[src/include/sadc_defines.vh]
`ifndef SADC_DEFINES_VH
`define SADC_DEFINES_VH

// Register byte offsets
`define SADC_OFF_CTRL     4'h0
`define SADC_OFF_STATUS   4'h4
`define SADC_OFF_CONFIG   4'h8
`define SADC_OFF_COUNT    4'hc

// Control and status fields
`define SADC_CTRL_EN_BIT  0
`define SADC_CTRL_RST     1'h1
`define SADC_ST_BUSY_BIT  16
`define SADC_ST_FRAME_BIT 17
`define SADC_ST_SMPL_BIT  18
`define SADC_ST_VALID_BIT 19

// Configuration word fields, first bit shifted in is bit 7
`define SADC_CFG_SGL_BIT  7
`define SADC_CFG_CH_HI    6
`define SADC_CFG_CH_LO    4
`define SADC_CFG_ODD_BIT  4
`define SADC_CFG_UNI_BIT  3
`define SADC_CFG_MSBF_BIT 2
`define SADC_CFG_WL_HI    1
`define SADC_CFG_WL_LO    0
`define SADC_CFG_BITS     4'h8
`define SADC_CFG_RST      8'h00

// Result coding
`define SADC_BIP_FLIP     10'h200
`define SADC_FULL_SCALE   10'h3ff
`define SADC_SAR_MSB      10'h200

// Timing counts
`define SADC_CONV_ACLK    6'h2c
`define SADC_SETUP_ACLK   2'h2
`define SADC_SMPL_OPEN    4'h4
`define SADC_SMPL_SCLK    3'h5

`endif

[src/rtl/sadc_sar.v]
`include "sadc_defines.vh"
`default_nettype none

module sadc_sar (
	input  wire       ref_clk_i,
	input  wire       reset_n_i,
	input  wire       aclk_fall_i,
	input  wire       start_i,
	input  wire [9:0] target_i,
	output reg        busy_o,
	output reg        done_o,
	output reg  [9:0] code_o
);

	reg  [5:0] cnt_r;
	reg  [9:0] bit_r;
	wire [9:0] trial_w;

	assign trial_w = code_o | bit_r;

	// One decision per converter clock for the first ten clocks, finished after the full count of 44
	always @(posedge ref_clk_i or negedge reset_n_i) begin
		if (!reset_n_i) begin
			busy_o <= 1'b0;
			done_o <= 1'b0;
			code_o <= 10'h000;
			cnt_r  <= 6'h00;
			bit_r  <= 10'h000;
		end else begin
			done_o <= 1'b0;
			if (start_i && !busy_o) begin
				busy_o <= 1'b1;
				cnt_r  <= 6'h00;
				code_o <= 10'h000;
				bit_r  <= `SADC_SAR_MSB;
			end else if (busy_o && aclk_fall_i) begin
				cnt_r <= cnt_r + 6'h01;
				if (bit_r != 10'h000) begin
					if (trial_w <= target_i) begin
						code_o <= trial_w;
					end
					bit_r <= bit_r >> 1;
				end
				if (cnt_r == `SADC_CONV_ACLK - 6'h01) begin
					busy_o <= 1'b0;
					done_o <= 1'b1;
				end
			end
		end
	end

endmodule

`default_nettype wire

[src/rtl/sadc_top.v]
`include "sadc_defines.vh"
`default_nettype none

module sadc_top (
	input  wire        ref_clk_i,
	input  wire        reset_n_i,
	input  wire [3:0]  avs_address_i,
	input  wire        avs_read_i,
	input  wire        avs_write_i,
	input  wire [31:0] avs_writedata_i,
	output reg  [31:0] avs_readdata_o,
	output reg         avs_waitrequest_o,
	input  wire        cs_n_i,
	input  wire        sclk_i,
	input  wire        din_i,
	input  wire        aclk_i,
	input  wire [79:0] ain_i,
	output reg         dout_o,
	output reg         dout_oe_o,
	output reg         sampling_o
);

	localparam [1:0] ST_IDLE = 2'h0;
	localparam [1:0] ST_ARM  = 2'h1;
	localparam [1:0] ST_XFER = 2'h2;
	localparam [3:0] SYNC_RST = 4'h1;

	// Input synchronisers
	wire [3:0] async_w;
	wire [3:0] sync_w;

	assign async_w = {aclk_i, din_i, sclk_i, cs_n_i};

	genvar g;
	generate
		for (g = 0; g < 4; g = g + 1) begin : g_sync
			reg meta_r;
			reg stab_r;
			always @(posedge ref_clk_i or negedge reset_n_i) begin
				if (!reset_n_i) begin
					meta_r <= SYNC_RST[g];
					stab_r <= SYNC_RST[g];
				end else begin
					meta_r <= async_w[g];
					stab_r <= meta_r;
				end
			end
			assign sync_w[g] = stab_r;
		end
	endgenerate

	wire cs_n_s;
	wire sclk_s;
	wire din_s;
	wire aclk_s;

	assign cs_n_s = sync_w[0];
	assign sclk_s = sync_w[1];
	assign din_s  = sync_w[2];
	assign aclk_s = sync_w[3];

	reg sclk_d_r;
	reg aclk_d_r;

	wire sclk_rise;
	wire sclk_fall;
	wire aclk_fall;

	assign sclk_rise = sclk_s & ~sclk_d_r;
	assign sclk_fall = ~sclk_s & sclk_d_r;
	assign aclk_fall = ~aclk_s & aclk_d_r;

	always @(posedge ref_clk_i or negedge reset_n_i) begin
		if (!reset_n_i) begin
			sclk_d_r <= 1'b0;
			aclk_d_r <= 1'b0;
		end else begin
			sclk_d_r <= sclk_s;
			aclk_d_r <= aclk_s;
		end
	end

	// Helpers
	function [9:0] chan_val;
		input [79:0] ain;
		input [2:0]  idx;
		begin
			chan_val = ain[idx * 10 +: 10];
		end
	endfunction

	function [4:0] word_len;
		input [1:0] code;
		begin
			case (code)
				2'h0: word_len = 5'h08;
				2'h1: word_len = 5'h0a;
				2'h2: word_len = 5'h0c;
				default: word_len = 5'h10;
			endcase
		end
	endfunction

	function [9:0] bit_rev;
		input [9:0] v;
		integer k;
		begin
			for (k = 0; k < 10; k = k + 1) begin
				bit_rev[k] = v[9 - k];
			end
		end
	endfunction

	// Registers and state
	reg [1:0]  state_r;
	reg [1:0]  arm_cnt_r;
	reg [3:0]  in_cnt_r;
	reg [7:0]  cfg_sh_r;
	reg [7:0]  cfg_last_r;
	reg [7:0]  conv_cfg_r;
	reg [2:0]  smp_cnt_r;
	reg        smp_taken_r;
	reg [9:0]  target_r;
	reg        conv_start_r;
	reg [15:0] out_sh_r;
	reg [4:0]  out_left_r;
	reg [15:0] fmt_r;
	reg [4:0]  fmt_len_r;
	reg [9:0]  result_r;
	reg        valid_r;
	reg        ctrl_en_r;
	reg [15:0] conv_count_r;

	wire       conv_busy;
	wire       conv_done;
	wire [9:0] conv_code;

	// Input selection and clamping
	wire [2:0]  sel_pos;
	wire [2:0]  sel_neg;
	wire [10:0] pos_val;
	wire [10:0] neg_val;
	wire [11:0] diff_w;
	reg  [9:0]  target_nxt;

	assign sel_pos = cfg_sh_r[`SADC_CFG_SGL_BIT] ?
		cfg_sh_r[`SADC_CFG_CH_HI:`SADC_CFG_CH_LO] :
		{cfg_sh_r[6:5], cfg_sh_r[`SADC_CFG_ODD_BIT]};
	assign sel_neg = {cfg_sh_r[6:5], ~cfg_sh_r[`SADC_CFG_ODD_BIT]};
	assign pos_val = {1'b0, chan_val(ain_i, sel_pos)};
	assign neg_val = cfg_sh_r[`SADC_CFG_SGL_BIT] ? 11'h000 :
		{1'b0, chan_val(ain_i, sel_neg)};
	assign diff_w  = {pos_val[10], pos_val} - {neg_val[10], neg_val};

	always @* begin
		target_nxt = 10'h000;
		if (cfg_sh_r[`SADC_CFG_UNI_BIT]) begin
			if (diff_w[11]) begin
				target_nxt = 10'h000;
			end else begin
				target_nxt = diff_w[9:0];
			end
		end else begin
			if (!diff_w[11] && diff_w[10:9] != 2'h0) begin
				target_nxt = `SADC_FULL_SCALE;
			end else if (diff_w[11] && diff_w[10:9] != 2'h3) begin
				target_nxt = 10'h000;
			end else begin
				target_nxt = diff_w[9:0] ^ `SADC_BIP_FLIP;
			end
		end
	end

	// Output word formatting
	wire [9:0] res_code;
	wire [9:0] res_order;

	assign res_code  = conv_cfg_r[`SADC_CFG_UNI_BIT] ? conv_code :
		conv_code ^ `SADC_BIP_FLIP;
	assign res_order = conv_cfg_r[`SADC_CFG_MSBF_BIT] ? res_code :
		bit_rev(res_code);

	always @(posedge ref_clk_i or negedge reset_n_i) begin
		if (!reset_n_i) begin
			fmt_r        <= 16'h0000;
			fmt_len_r    <= 5'h08;
			result_r     <= 10'h000;
			valid_r      <= 1'b0;
			conv_count_r <= 16'h0000;
		end else if (conv_done) begin
			fmt_r        <= {res_order, 6'h00};
			fmt_len_r    <= word_len(conv_cfg_r[1:0]);
			result_r     <= res_code;
			valid_r      <= 1'b1;
			conv_count_r <= conv_count_r + 16'h0001;
		end
	end

	// Frame sequencer
	always @(posedge ref_clk_i or negedge reset_n_i) begin
		if (!reset_n_i) begin
			state_r      <= ST_IDLE;
			arm_cnt_r    <= 2'h0;
			in_cnt_r     <= 4'h0;
			cfg_sh_r     <= `SADC_CFG_RST;
			cfg_last_r   <= `SADC_CFG_RST;
			conv_cfg_r   <= `SADC_CFG_RST;
			smp_cnt_r    <= 3'h0;
			smp_taken_r  <= 1'b0;
			target_r     <= 10'h000;
			conv_start_r <= 1'b0;
			out_sh_r     <= 16'h0000;
			out_left_r   <= 5'h00;
			dout_o       <= 1'b0;
			dout_oe_o    <= 1'b0;
			sampling_o   <= 1'b0;
		end else begin
			conv_start_r <= 1'b0;
			if (cs_n_s) begin
				dout_oe_o  <= 1'b0;
				dout_o     <= 1'b0;
				sampling_o <= 1'b0;
				if (state_r == ST_XFER && smp_taken_r) begin
					conv_start_r <= 1'b1;
					conv_cfg_r   <= cfg_sh_r;
					cfg_last_r   <= cfg_sh_r;
				end
				state_r <= ST_IDLE;
			end else begin
				case (state_r)
				ST_IDLE: begin
					if (ctrl_en_r) begin
						state_r   <= ST_ARM;
						arm_cnt_r <= 2'h0;
					end
				end
				ST_ARM: begin
					if (aclk_fall && !conv_busy) begin
						arm_cnt_r <= arm_cnt_r + 2'h1;
						if (arm_cnt_r == `SADC_SETUP_ACLK - 2'h1) begin
							state_r     <= ST_XFER;
							dout_oe_o   <= 1'b1;
							dout_o      <= fmt_r[15];
							out_sh_r    <= fmt_r;
							out_left_r  <= fmt_len_r - 5'h01;
							in_cnt_r    <= 4'h0;
							smp_cnt_r   <= 3'h0;
							smp_taken_r <= 1'b0;
						end
					end
				end
				ST_XFER: begin
					if (sclk_rise && in_cnt_r != `SADC_CFG_BITS) begin
						cfg_sh_r <= {cfg_sh_r[6:0], din_s};
						in_cnt_r <= in_cnt_r + 4'h1;
					end
					if (sclk_fall) begin
						if (out_left_r != 5'h00) begin
							out_sh_r   <= {out_sh_r[14:0], 1'b0};
							dout_o     <= out_sh_r[14];
							out_left_r <= out_left_r - 5'h01;
						end else begin
							dout_o <= 1'b0;
						end
						if (sampling_o) begin
							smp_cnt_r <= smp_cnt_r + 3'h1;
							if (smp_cnt_r == `SADC_SMPL_SCLK - 3'h1) begin
								sampling_o  <= 1'b0;
								smp_taken_r <= 1'b1;
								target_r    <= target_nxt;
							end
						end else if (!smp_taken_r &&
							in_cnt_r >= `SADC_SMPL_OPEN) begin
							sampling_o <= 1'b1;
							smp_cnt_r  <= 3'h0;
						end
					end
				end
				default: begin
					state_r <= ST_IDLE;
				end
				endcase
			end
		end
	end

	sadc_sar u_sar (
		.ref_clk_i   (ref_clk_i),
		.reset_n_i   (reset_n_i),
		.aclk_fall_i (aclk_fall),
		.start_i     (conv_start_r),
		.target_i    (target_r),
		.busy_o      (conv_busy),
		.done_o      (conv_done),
		.code_o      (conv_code)
	);

	// Register bus slave, one wait cycle per access
	wire        avs_req;
	wire        avs_take;
	reg  [31:0] rd_nxt;

	assign avs_req  = avs_read_i | avs_write_i;
	assign avs_take = avs_req & ~avs_waitrequest_o;

	always @* begin
		rd_nxt = 32'h00000000;
		if (avs_address_i == `SADC_OFF_CTRL) begin
			rd_nxt[`SADC_CTRL_EN_BIT] = ctrl_en_r;
		end else if (avs_address_i == `SADC_OFF_STATUS) begin
			rd_nxt[9:0]                = result_r;
			rd_nxt[`SADC_ST_BUSY_BIT]  = conv_busy;
			rd_nxt[`SADC_ST_FRAME_BIT] = (state_r == ST_XFER);
			rd_nxt[`SADC_ST_SMPL_BIT]  = sampling_o;
			rd_nxt[`SADC_ST_VALID_BIT] = valid_r;
		end else if (avs_address_i == `SADC_OFF_CONFIG) begin
			rd_nxt[7:0] = cfg_last_r;
		end else if (avs_address_i == `SADC_OFF_COUNT) begin
			rd_nxt[15:0] = conv_count_r;
		end else begin
			rd_nxt = 32'h00000000;
		end
	end

	always @(posedge ref_clk_i or negedge reset_n_i) begin
		if (!reset_n_i) begin
			avs_waitrequest_o <= 1'b1;
			avs_readdata_o    <= 32'h00000000;
			ctrl_en_r         <= `SADC_CTRL_RST;
		end else begin
			if (avs_req && avs_waitrequest_o) begin
				avs_waitrequest_o <= 1'b0;
				if (avs_read_i) begin
					avs_readdata_o <= rd_nxt;
				end
			end else begin
				avs_waitrequest_o <= 1'b1;
			end
			if (avs_take && avs_write_i &&
				avs_address_i == `SADC_OFF_CTRL) begin
				ctrl_en_r <= avs_writedata_i[`SADC_CTRL_EN_BIT];
			end
		end
	end

endmodule

`default_nettype wire

[config.mk]
export PLATFORM = sky130hd
export DESIGN_NAME = sadc_top
export DESIGN_NICKNAME = d
export VERILOG_FILES = /design/src/rtl/sadc_sar.v /design/src/rtl/sadc_top.v
export VERILOG_INCLUDE_DIRS = /design/src /design/src/include
export SDC_FILE = /design/constraint.sdc
export NUM_CORES = 1
export LEC_CHECK = 0
export ABC_AREA = 1
export BUFFER_PORTS_ARGS = -buffer_cell sky130_fd_sc_hd__buf_2
export CAP_MARGIN = 5
export CORE_AREA = 4 4 144 146
export DETAILED_ROUTE_END_ITERATION = 12
export DIE_AREA = 0 0 148 150
export PLACE_DENSITY = 0.74
export SYNTH_ARGS = -nofsm -noshare
export SYNTH_HDL_FRONTEND = slang
export SYNTH_SLANG_ARGS = --single-unit
[constraint.sdc]
create_clock -name ref_clk_i -period 2.6 [get_ports ref_clk_i]
set_input_delay 0.26 -clock ref_clk_i [delete_from_list [all_inputs] [get_ports ref_clk_i]]
set_output_delay 0.26 -clock ref_clk_i [all_outputs]
set_load 0.01 [all_outputs]
# Yosys cells after proc, flatten, opt, wreduce, memory -nomap -nowiden
# Index checks and enable logic that the tools add are counted.
word_totals:
  register_bits: 176
  latch_bits: 0
  ramBits: 0
  rom_bits: 0
  input_bits: 124
  output_inout_bits: 36
  word_cells: 223
  n_memories: 0
classes:
  n_addsub: 8
  mul: 2
  div_mod_pow: 0
  order_cmp: 2
  n_eq_ne: 26
  shift: 2
  muxes: 84
  bitwise: 14
  n_reduce_logical: 48
ops:
  columns: ["op", "n"]
  rows:
  - ["$shiftx 80x8->10", 2]
  - ["$mux 10", 15]
  - ["$mux 15", 4]
  - ["$mux 31", 1]
  - ["$mux 1", 30]
  - ["$pmux 15 s2", 1]
  - ["$reduce_bool 2->1", 12]
  - ["$mux 5", 4]
  - ["$ne 2x2->1 const B", 10]
  - ["$mux 6", 3]
  - ["$add 16x1->16 const B", 1]
  - ["$mux 16", 1]
  - ["$mux 4", 4]
  - ["$mux 8", 2]
  - ["$mux 3", 5]
  - ["$ne 3x3->1 const B", 5]
  - ["$pmux 5 s3", 1]
  - ["$mul 3x3->6 const B", 2]
  - ["$mux 2", 6]
  - ["$reduce_and 4->1", 3]
  - ["$reduce_and 6->1", 2]
  - ["$logic_and 1x1->1", 11]
  - ["$sub 10x10->11", 1]
  - ["$le 10x10->1", 1]
  - ["33 further kinds", 59]

# Depth between registers and ports, before layout
depth:
  depth_word: 10
  ltp_mapped: 21

# By module
# A second synthesis with hierarchy kept.
hier_totals:
  hier_cells: 1313
  hier_area_um2: 9690.5
by_module_without_submodules:
  columns: ["module", "n_inst", "cells_per_inst", "area_each_um2", "seq_area_each_um2"]
  rows:
  - ["sadc_top", 1, 1092, 8062.7, 3234.4]
  - ["sadc_sar", 1, 221, 1627.8, 700.7]

# Worst setup path before layout
# OpenSTA, ideal clock, no wires.
synth_timing:
  path_type: "flip-flop to flip-flop"
  startpoint: "register cfg_sh_r[4]"
  endpoint: "register target_r[8]"
  setup_time_ns: 0.117
  arrival_time_ns: 2.356
  required_ns: 2.483
  slack_ns: 0.126
  path_stages_with_launch: 21
  synth_period_minus_slack_ns: 2.474
  cell_sequence: "dfrtp_1 -> buf_2 -> inv_2 -> buf_6 -> buf_2 -> a21oi_1 -> o21ai_0 -> o21ai_0 -> o21ai_0 -> ha_1 -> fa_1 -> inv_1 -> nand2_1 -> nand2_1 -> nand3_1 -> nand2_1 -> nand2_1 -> nand2_1 -> nor2_1 -> nor2_1 -> nand2_1"
synth_between:
  elab_chain_len: 10
  word_cells_on_any_way: 16
  cone_classes: "add/sub: 1; mul: 2; eq/ne: 1; shift: 2; mux: 5; bitwise: 1; reduce/logical: 4"
synth_lines:
  columns: ["item", "line", "text"]
  rows:
  - ["start: declaration", "sadc_top.v:118", "reg [7:0] cfg_sh_r;"]
  - ["start signal: assignment", "sadc_top.v:205", "cfg_sh_r <= `SADC_CFG_RST;"]
  - ["start signal: assignment", "sadc_top.v:254", "cfg_sh_r <= {cfg_sh_r[6:0], din_s};"]
  - ["$not 1->1", "sadc_top.v:149", "assign sel_neg = {cfg_sh_r[6:5], ~cfg_sh_r[`SADC_CFG_ODD_BIT]};"]
  - ["$mul 3x3->6", "sadc_top.v:88", "chan_val = ain[idx * 10 +: 10];"]
  - ["$shiftx 80x8->10", "sadc_top.v:88", null]
  - ["$mux 10", "sadc_top.v:151", "assign neg_val = cfg_sh_r[`SADC_CFG_SGL_BIT] ? 11'h000 :"]
  - ["$sub 10x10->11 *", "sadc_top.v:153", "assign diff_w = {pos_val[10], pos_val} - {neg_val[10], neg_val};"]
  - ["$ne 2x2->1", "sadc_top.v:166", "end else if (diff_w[11] && diff_w[10:9] != 2'h3) begin"]
  - ["$logic_and 1x1->1", "sadc_top.v:166", null]
  - ["$mux 10", "sadc_top.v:166", null]
  - ["$mux 10", "sadc_top.v:164", "if (!diff_w[11] && diff_w[10:9] != 2'h0) begin"]
  - ["$mux 10 *", "sadc_top.v:157", "if (cfg_sh_r[`SADC_CFG_UNI_BIT]) begin"]
  - ["end signal: assignment", "sadc_top.v:270", "target_r <= target_nxt;"]
  - ["end: declaration", "sadc_top.v:123", "reg [9:0] target_r;"]
# Every way passes the cells marked *; elsewhere a longest branch is shown, timed or not.
# A chain may end at the register's enable or synchronous reset.

# Worst setup path after layout
layout_timing:
  startpoint: "register cfg_sh_r[4]"
  endpoint: "register target_r[3]"
# Same word-level chain as after synthesis.

==> tab_implementation.tex <==
\begin{tabular}{lr}
\hline
Metric & Value \\
\hline
\multicolumn{2}{l}{\textbf{Critical path}} \\
\quad Minimum setup slack among reg-to-reg paths & -0.09 ns \\
\quad Number of cells on the worst reg-to-reg path & 18 \\
\quad CP Launch Type & flop \\
\quad Critical setup path kind & reg2reg \\
\quad Critical path capture point type & flop \\
\quad Data arrival time of the worst path & 3.01 ns \\
\quad WP data required & 2.92 ns \\
\quad Peak fanout along the critical path & 18 \\
\multicolumn{2}{l}{\textbf{Finish}} \\
\quad Fraction of final layout cells sized beyond drive strength 1 & 21.5\% \\
\quad Non-Filler Instances & 1,734 \\
\quad Number of nets in the finished design & 1,613 \\
\quad Final std cell area, no fill & 11,900 um2 \\
\quad Ant diodes & 0 \\
\quad Area Growth Syn to Fin & 25.1\% \\
\multicolumn{2}{l}{\textbf{Clock network}} \\
\quad Max clock buf depth & 2 \\
\quad Clk\_lat worst skew & 0.43 ns \\
\quad Num CTS Buffers & 17 \\
\quad TritonCTS clock tree & done \\
\quad H-tree depth & 4 \\
\quad CTS clock-pin slew for the worst setup and hold paths & 0.06 ns \\
\quad Clock tree sinks & 157 \\
\quad Clock Root Buffer & clkbuf\_16 \\
\multicolumn{2}{l}{\textbf{Timing}} \\
\quad Max Clk Rate & 0.371 GHz \\
\quad Final number of setup-violating endpoints & 10 \\
\quad Final hold violation count & 0 \\
\quad Normalized max-slew margin & 47.5\% \\
\quad Final Skew & 0.00578 ns \\
\quad Transition time at the pin with the least slew margin & 0.785 ns \\
\quad Share of the cycle needed by the critical path after routing & 104\% \\
\quad Final min period & 2.69 ns \\
\quad Count of pins over their slew limit & 0 \\
\quad Final Worst Setup Slack & -0.0942 ns \\
\quad Setup TNS & -0.632 ns \\
\quad Unrepaired setup endpoints after global routing & true \\
\multicolumn{2}{l}{\textbf{Route}} \\
\quad Detailed Routing Iterations Pass 1 & 6 \\
\quad Number of nets with antenna violations after detailed routing & 0 \\
\quad WL final & 25,000 um \\
\quad Routed length per instance & 14.4 um \\
\quad Routed metal-1 wire length & 10,500 um \\
\quad DRC violations left & 0 \\
\quad Count of vias placed by the detailed router & 9,140 \\
\quad Starting DRC count in detailed routing & 591 \\
\quad Per-cell via count in the routed design & 5.27 \\
\quad Routed wl met3 & 1200 um \\
\quad Met2 wirelength from detailed routing & 12,600 um \\
\quad Highest routing layer actually used & met4 \\
\multicolumn{2}{l}{\textbf{Yosys}} \\
\quad Unique cell type count in the Yosys netlist & 46 \\
\quad Most numerous cell in the Yosys netlist & nand2\_1 \\
\quad Most instantiated flip-flop cell in the synthesis netlist & dfrtp\_1 \\
\quad Async SR Flop Fraction & 100\% \\
\quad Most instantiated cells after synthesis & nand2\_1, o21ai\_0, inv\_1, dfrtp\_1, a21oi\_1 \\
\quad Cell types occupying the most area after synthesis & dfrtp\_1, nand2\_1, o21ai\_0, inv\_1, a21oi\_1 \\
\quad Instance count of the mapped netlist & 1,306 \\
\quad Synth Area per Inst & 7.31 um2 \\
\quad Number of enable flip-flop cells after synthesis & 0 \\
\quad Synthesized area & 9550 um2 \\
\quad Flops \& latches, synth & 157 \\
\quad Part of the Yosys area used for sequential elements & 41.2\% \\
\quad Fraction of post-synthesis cell area in the top cell type by area & 39.8\% \\
\quad Synth warn & 0 \\
\quad Cell type with the largest total area after synthesis & dfrtp\_1 \\
\multicolumn{2}{l}{\textbf{Floorplanning}} \\
\quad Starting density of the core & 49.2\% \\
\quad Floorplan core area & 19,400 um2 \\
\quad Total number of placement rows & 51 \\
\quad Top-level port count & 160 \\
\quad Area of the die & 22,200 um2 \\
\quad Die Y & 150 um \\
\quad Width of the die & 148 um \\
\multicolumn{2}{l}{\textbf{Power}} \\
\quad Power consumption & 8440 uW \\
\quad Leakage & 0.00596 uW \\
\quad Maximum vdd drop & 0.000537 V \\
\quad Power per Cell Area & 706 nW/um2 \\
\multicolumn{2}{l}{\textbf{Flow run}} \\
\quad Max Cap Violations & 0 \\
\multicolumn{2}{l}{\textbf{Global routing}} \\
\quad Total overflow reported by the global router & 0 \\
\quad Wire length of the first global-routing pass & 39,700 um \\
\quad Antenna violations before repair & 0 \\
\quad Pin count of the biggest net entering global routing & 74 \\
\quad All-layer global routing usage & 21.8\% \\
\quad Via count of the first global-routing pass & 8,454 \\
\multicolumn{2}{l}{\textbf{Place}} \\
\quad Final GP Congestion & 0.931 \\
\quad Placed insts & 1,681 \\
\quad Total of buffers placed on input and output ports & 116 \\
\quad HPWL after DPL & 17,500 um \\
\quad Post-place instance area & 10,600 um2 \\
\multicolumn{2}{l}{\textbf{Min path}} \\
\quad Type of the most critical hold path & in2reg \\
\quad Worst hold path depth & 2 \\
\multicolumn{2}{l}{\textbf{Status}} \\
\quad Violated checks & setup timing \\
\quad Run status & complete, but fails checks \\
\hline
\end{tabular}
## final timing paths
check / from / to
setup reg to reg: cfg_sh_r[4] / target_r[3]
hold reg to reg: g_sync[2].meta_r / din_s
max in group asynchronous: reset_n_i / u_sar.bit_r[0]
setup / recovery: cfg_sh_r[4] / target_r[3]
min in group asynchronous: reset_n_i / avs_readdata_o[15]
hold / removal: avs_writedata_i[0] / ctrl_en_r
## area by class of cell
class | instances | area (um2)
Fill cell | 1701 | 7450
Multi-Input combinational cell | 913 | 4920
Sequential cell | 157 | 3940
Timing Repair Buffer | 187 | 1420
Inverter | 180 | 689
Clock buffer | 23 | 488
Tap cell | 265 | 332
Clock inverter | 9 | 158
## kinds of logic (layout without fill, tap and decap cells)
kind of cell	Yosys count	after routing	share of synthesized area, %
simple gates	517	518	23.0
compound gates	326	326	18.2
buf+inv	248	399	10.9
flops	157	157	41.2
fa+ha+maj	33	33	4.40
xor+xnor	21	21	1.93
mux	3	3	0.341
other cells	1	12	0.0393
## layout by cell type (no fill, tap or decap), types with 7 or more instances in the layout
| cell | count |
|---|---|
| inv_1 | 166 |
| nor3_1 | 7 |
| o22ai_1 | 8 |
| ha_1 | 23 |
| inv_2 | 10 |
| o21ai_0 | 158 |
| nand3_1 | 78 |
| a21oi_2 | 10 |
| buf_4 | 46 |
| nor2_1 | 71 |
| buf_2 | 115 |
| nand2_2 | 18 |
| a31oi_2 | 7 |
| buf_12 | 10 |
| nor2_2 | 14 |
| xor2_1 | 15 |
| nand3_2 | 10 |
| o211ai_1 | 20 |
| conb_1 | 12 |
| dfrtp_1 | 150 |
| a21oi_1 | 79 |
| o21ai_1 | 31 |
| clkbuf_16 | 22 |
| ha_4 | 8 |
| nand2_1 | 295 |
## timing repair
item | 4_1_cts | 5_1_grt
endpoints found under the setup margin | 9 | 10
buffers inserted | 1 | 7
endpoints found under the hold margin | 73 | 0
gates cloned | 2 | 6
pin swaps | 4 | 39
hold buffers | 5 | 0
gates resized for setup | 12 | 82
## metrics by stage
stage | util, % | setup WS [ns] | hold slack (ns)
after global routing | 61.6 | -0.223 | 0.0645
after floorplan | - | 0.126 | -0.0356
final | 61.6 | -0.0942 | 0.0686
after global placement | 54.8 | -0.0657 | 0.320
after detailed placement | 54.8 | -0.0657 | 0.323
after CTS | 59.0 | 0.00136 | 0.0582
## where the power goes
part	switching, uW	internal [uW]
logic	1750	1310
registers	102	2570
clock network	992	1710
total	2850	5590
## sequential cells by signal, summed over array words and instances, names as in the netlist, 2 cells and up
register / cells
avs_readdata_o: 20
conv_count_r: 16
fmt_r: 10
result_r: 10
target_r: 10
u_sar.bit_r: 10
u_sar.code_o: 10
out_sh_r: 9
cfg_sh_r: 8
conv_cfg_r: 8
u_sar.cnt_r: 6
out_left_r: 5
fmt_len_r: 4
g_sync.meta_r: 4
in_cnt_r: 4
smp_cnt_r: 3
arm_cnt_r: 2
state_r: 2
## routing by layer
| layer | track usage [%] | up-vias |
|---|---|---|
| li1 | - | 4539 |
| met1 | 27.5 | 4279 |
| met2 | 38.2 | 266 |
| met3 | 3.39 | 56 |
| met4 | 7.94 | 0 |
| met5 | 0 | - |
## worst max-delay path, stage by stage (launching register included)
cell and delay (ns):
dfrtp_2 0.47, buf_12 0.18, bufbuf_16 0.28, a21oi_1 0.13, o21ai_0 0.10, o211ai_1 0.10, nand3_2 0.11, ha_4 0.28
nand2_1 0.12, inv_1 0.08, nand2_1 0.09, nand2_1 0.06, nand2_1 0.10, nand3_4 0.11, buf_6 0.15, nand3_1 0.07
nand2_1 0.06, inv_1 0.05, nand2_1 0.05
(Power assumes the default switching activity.)
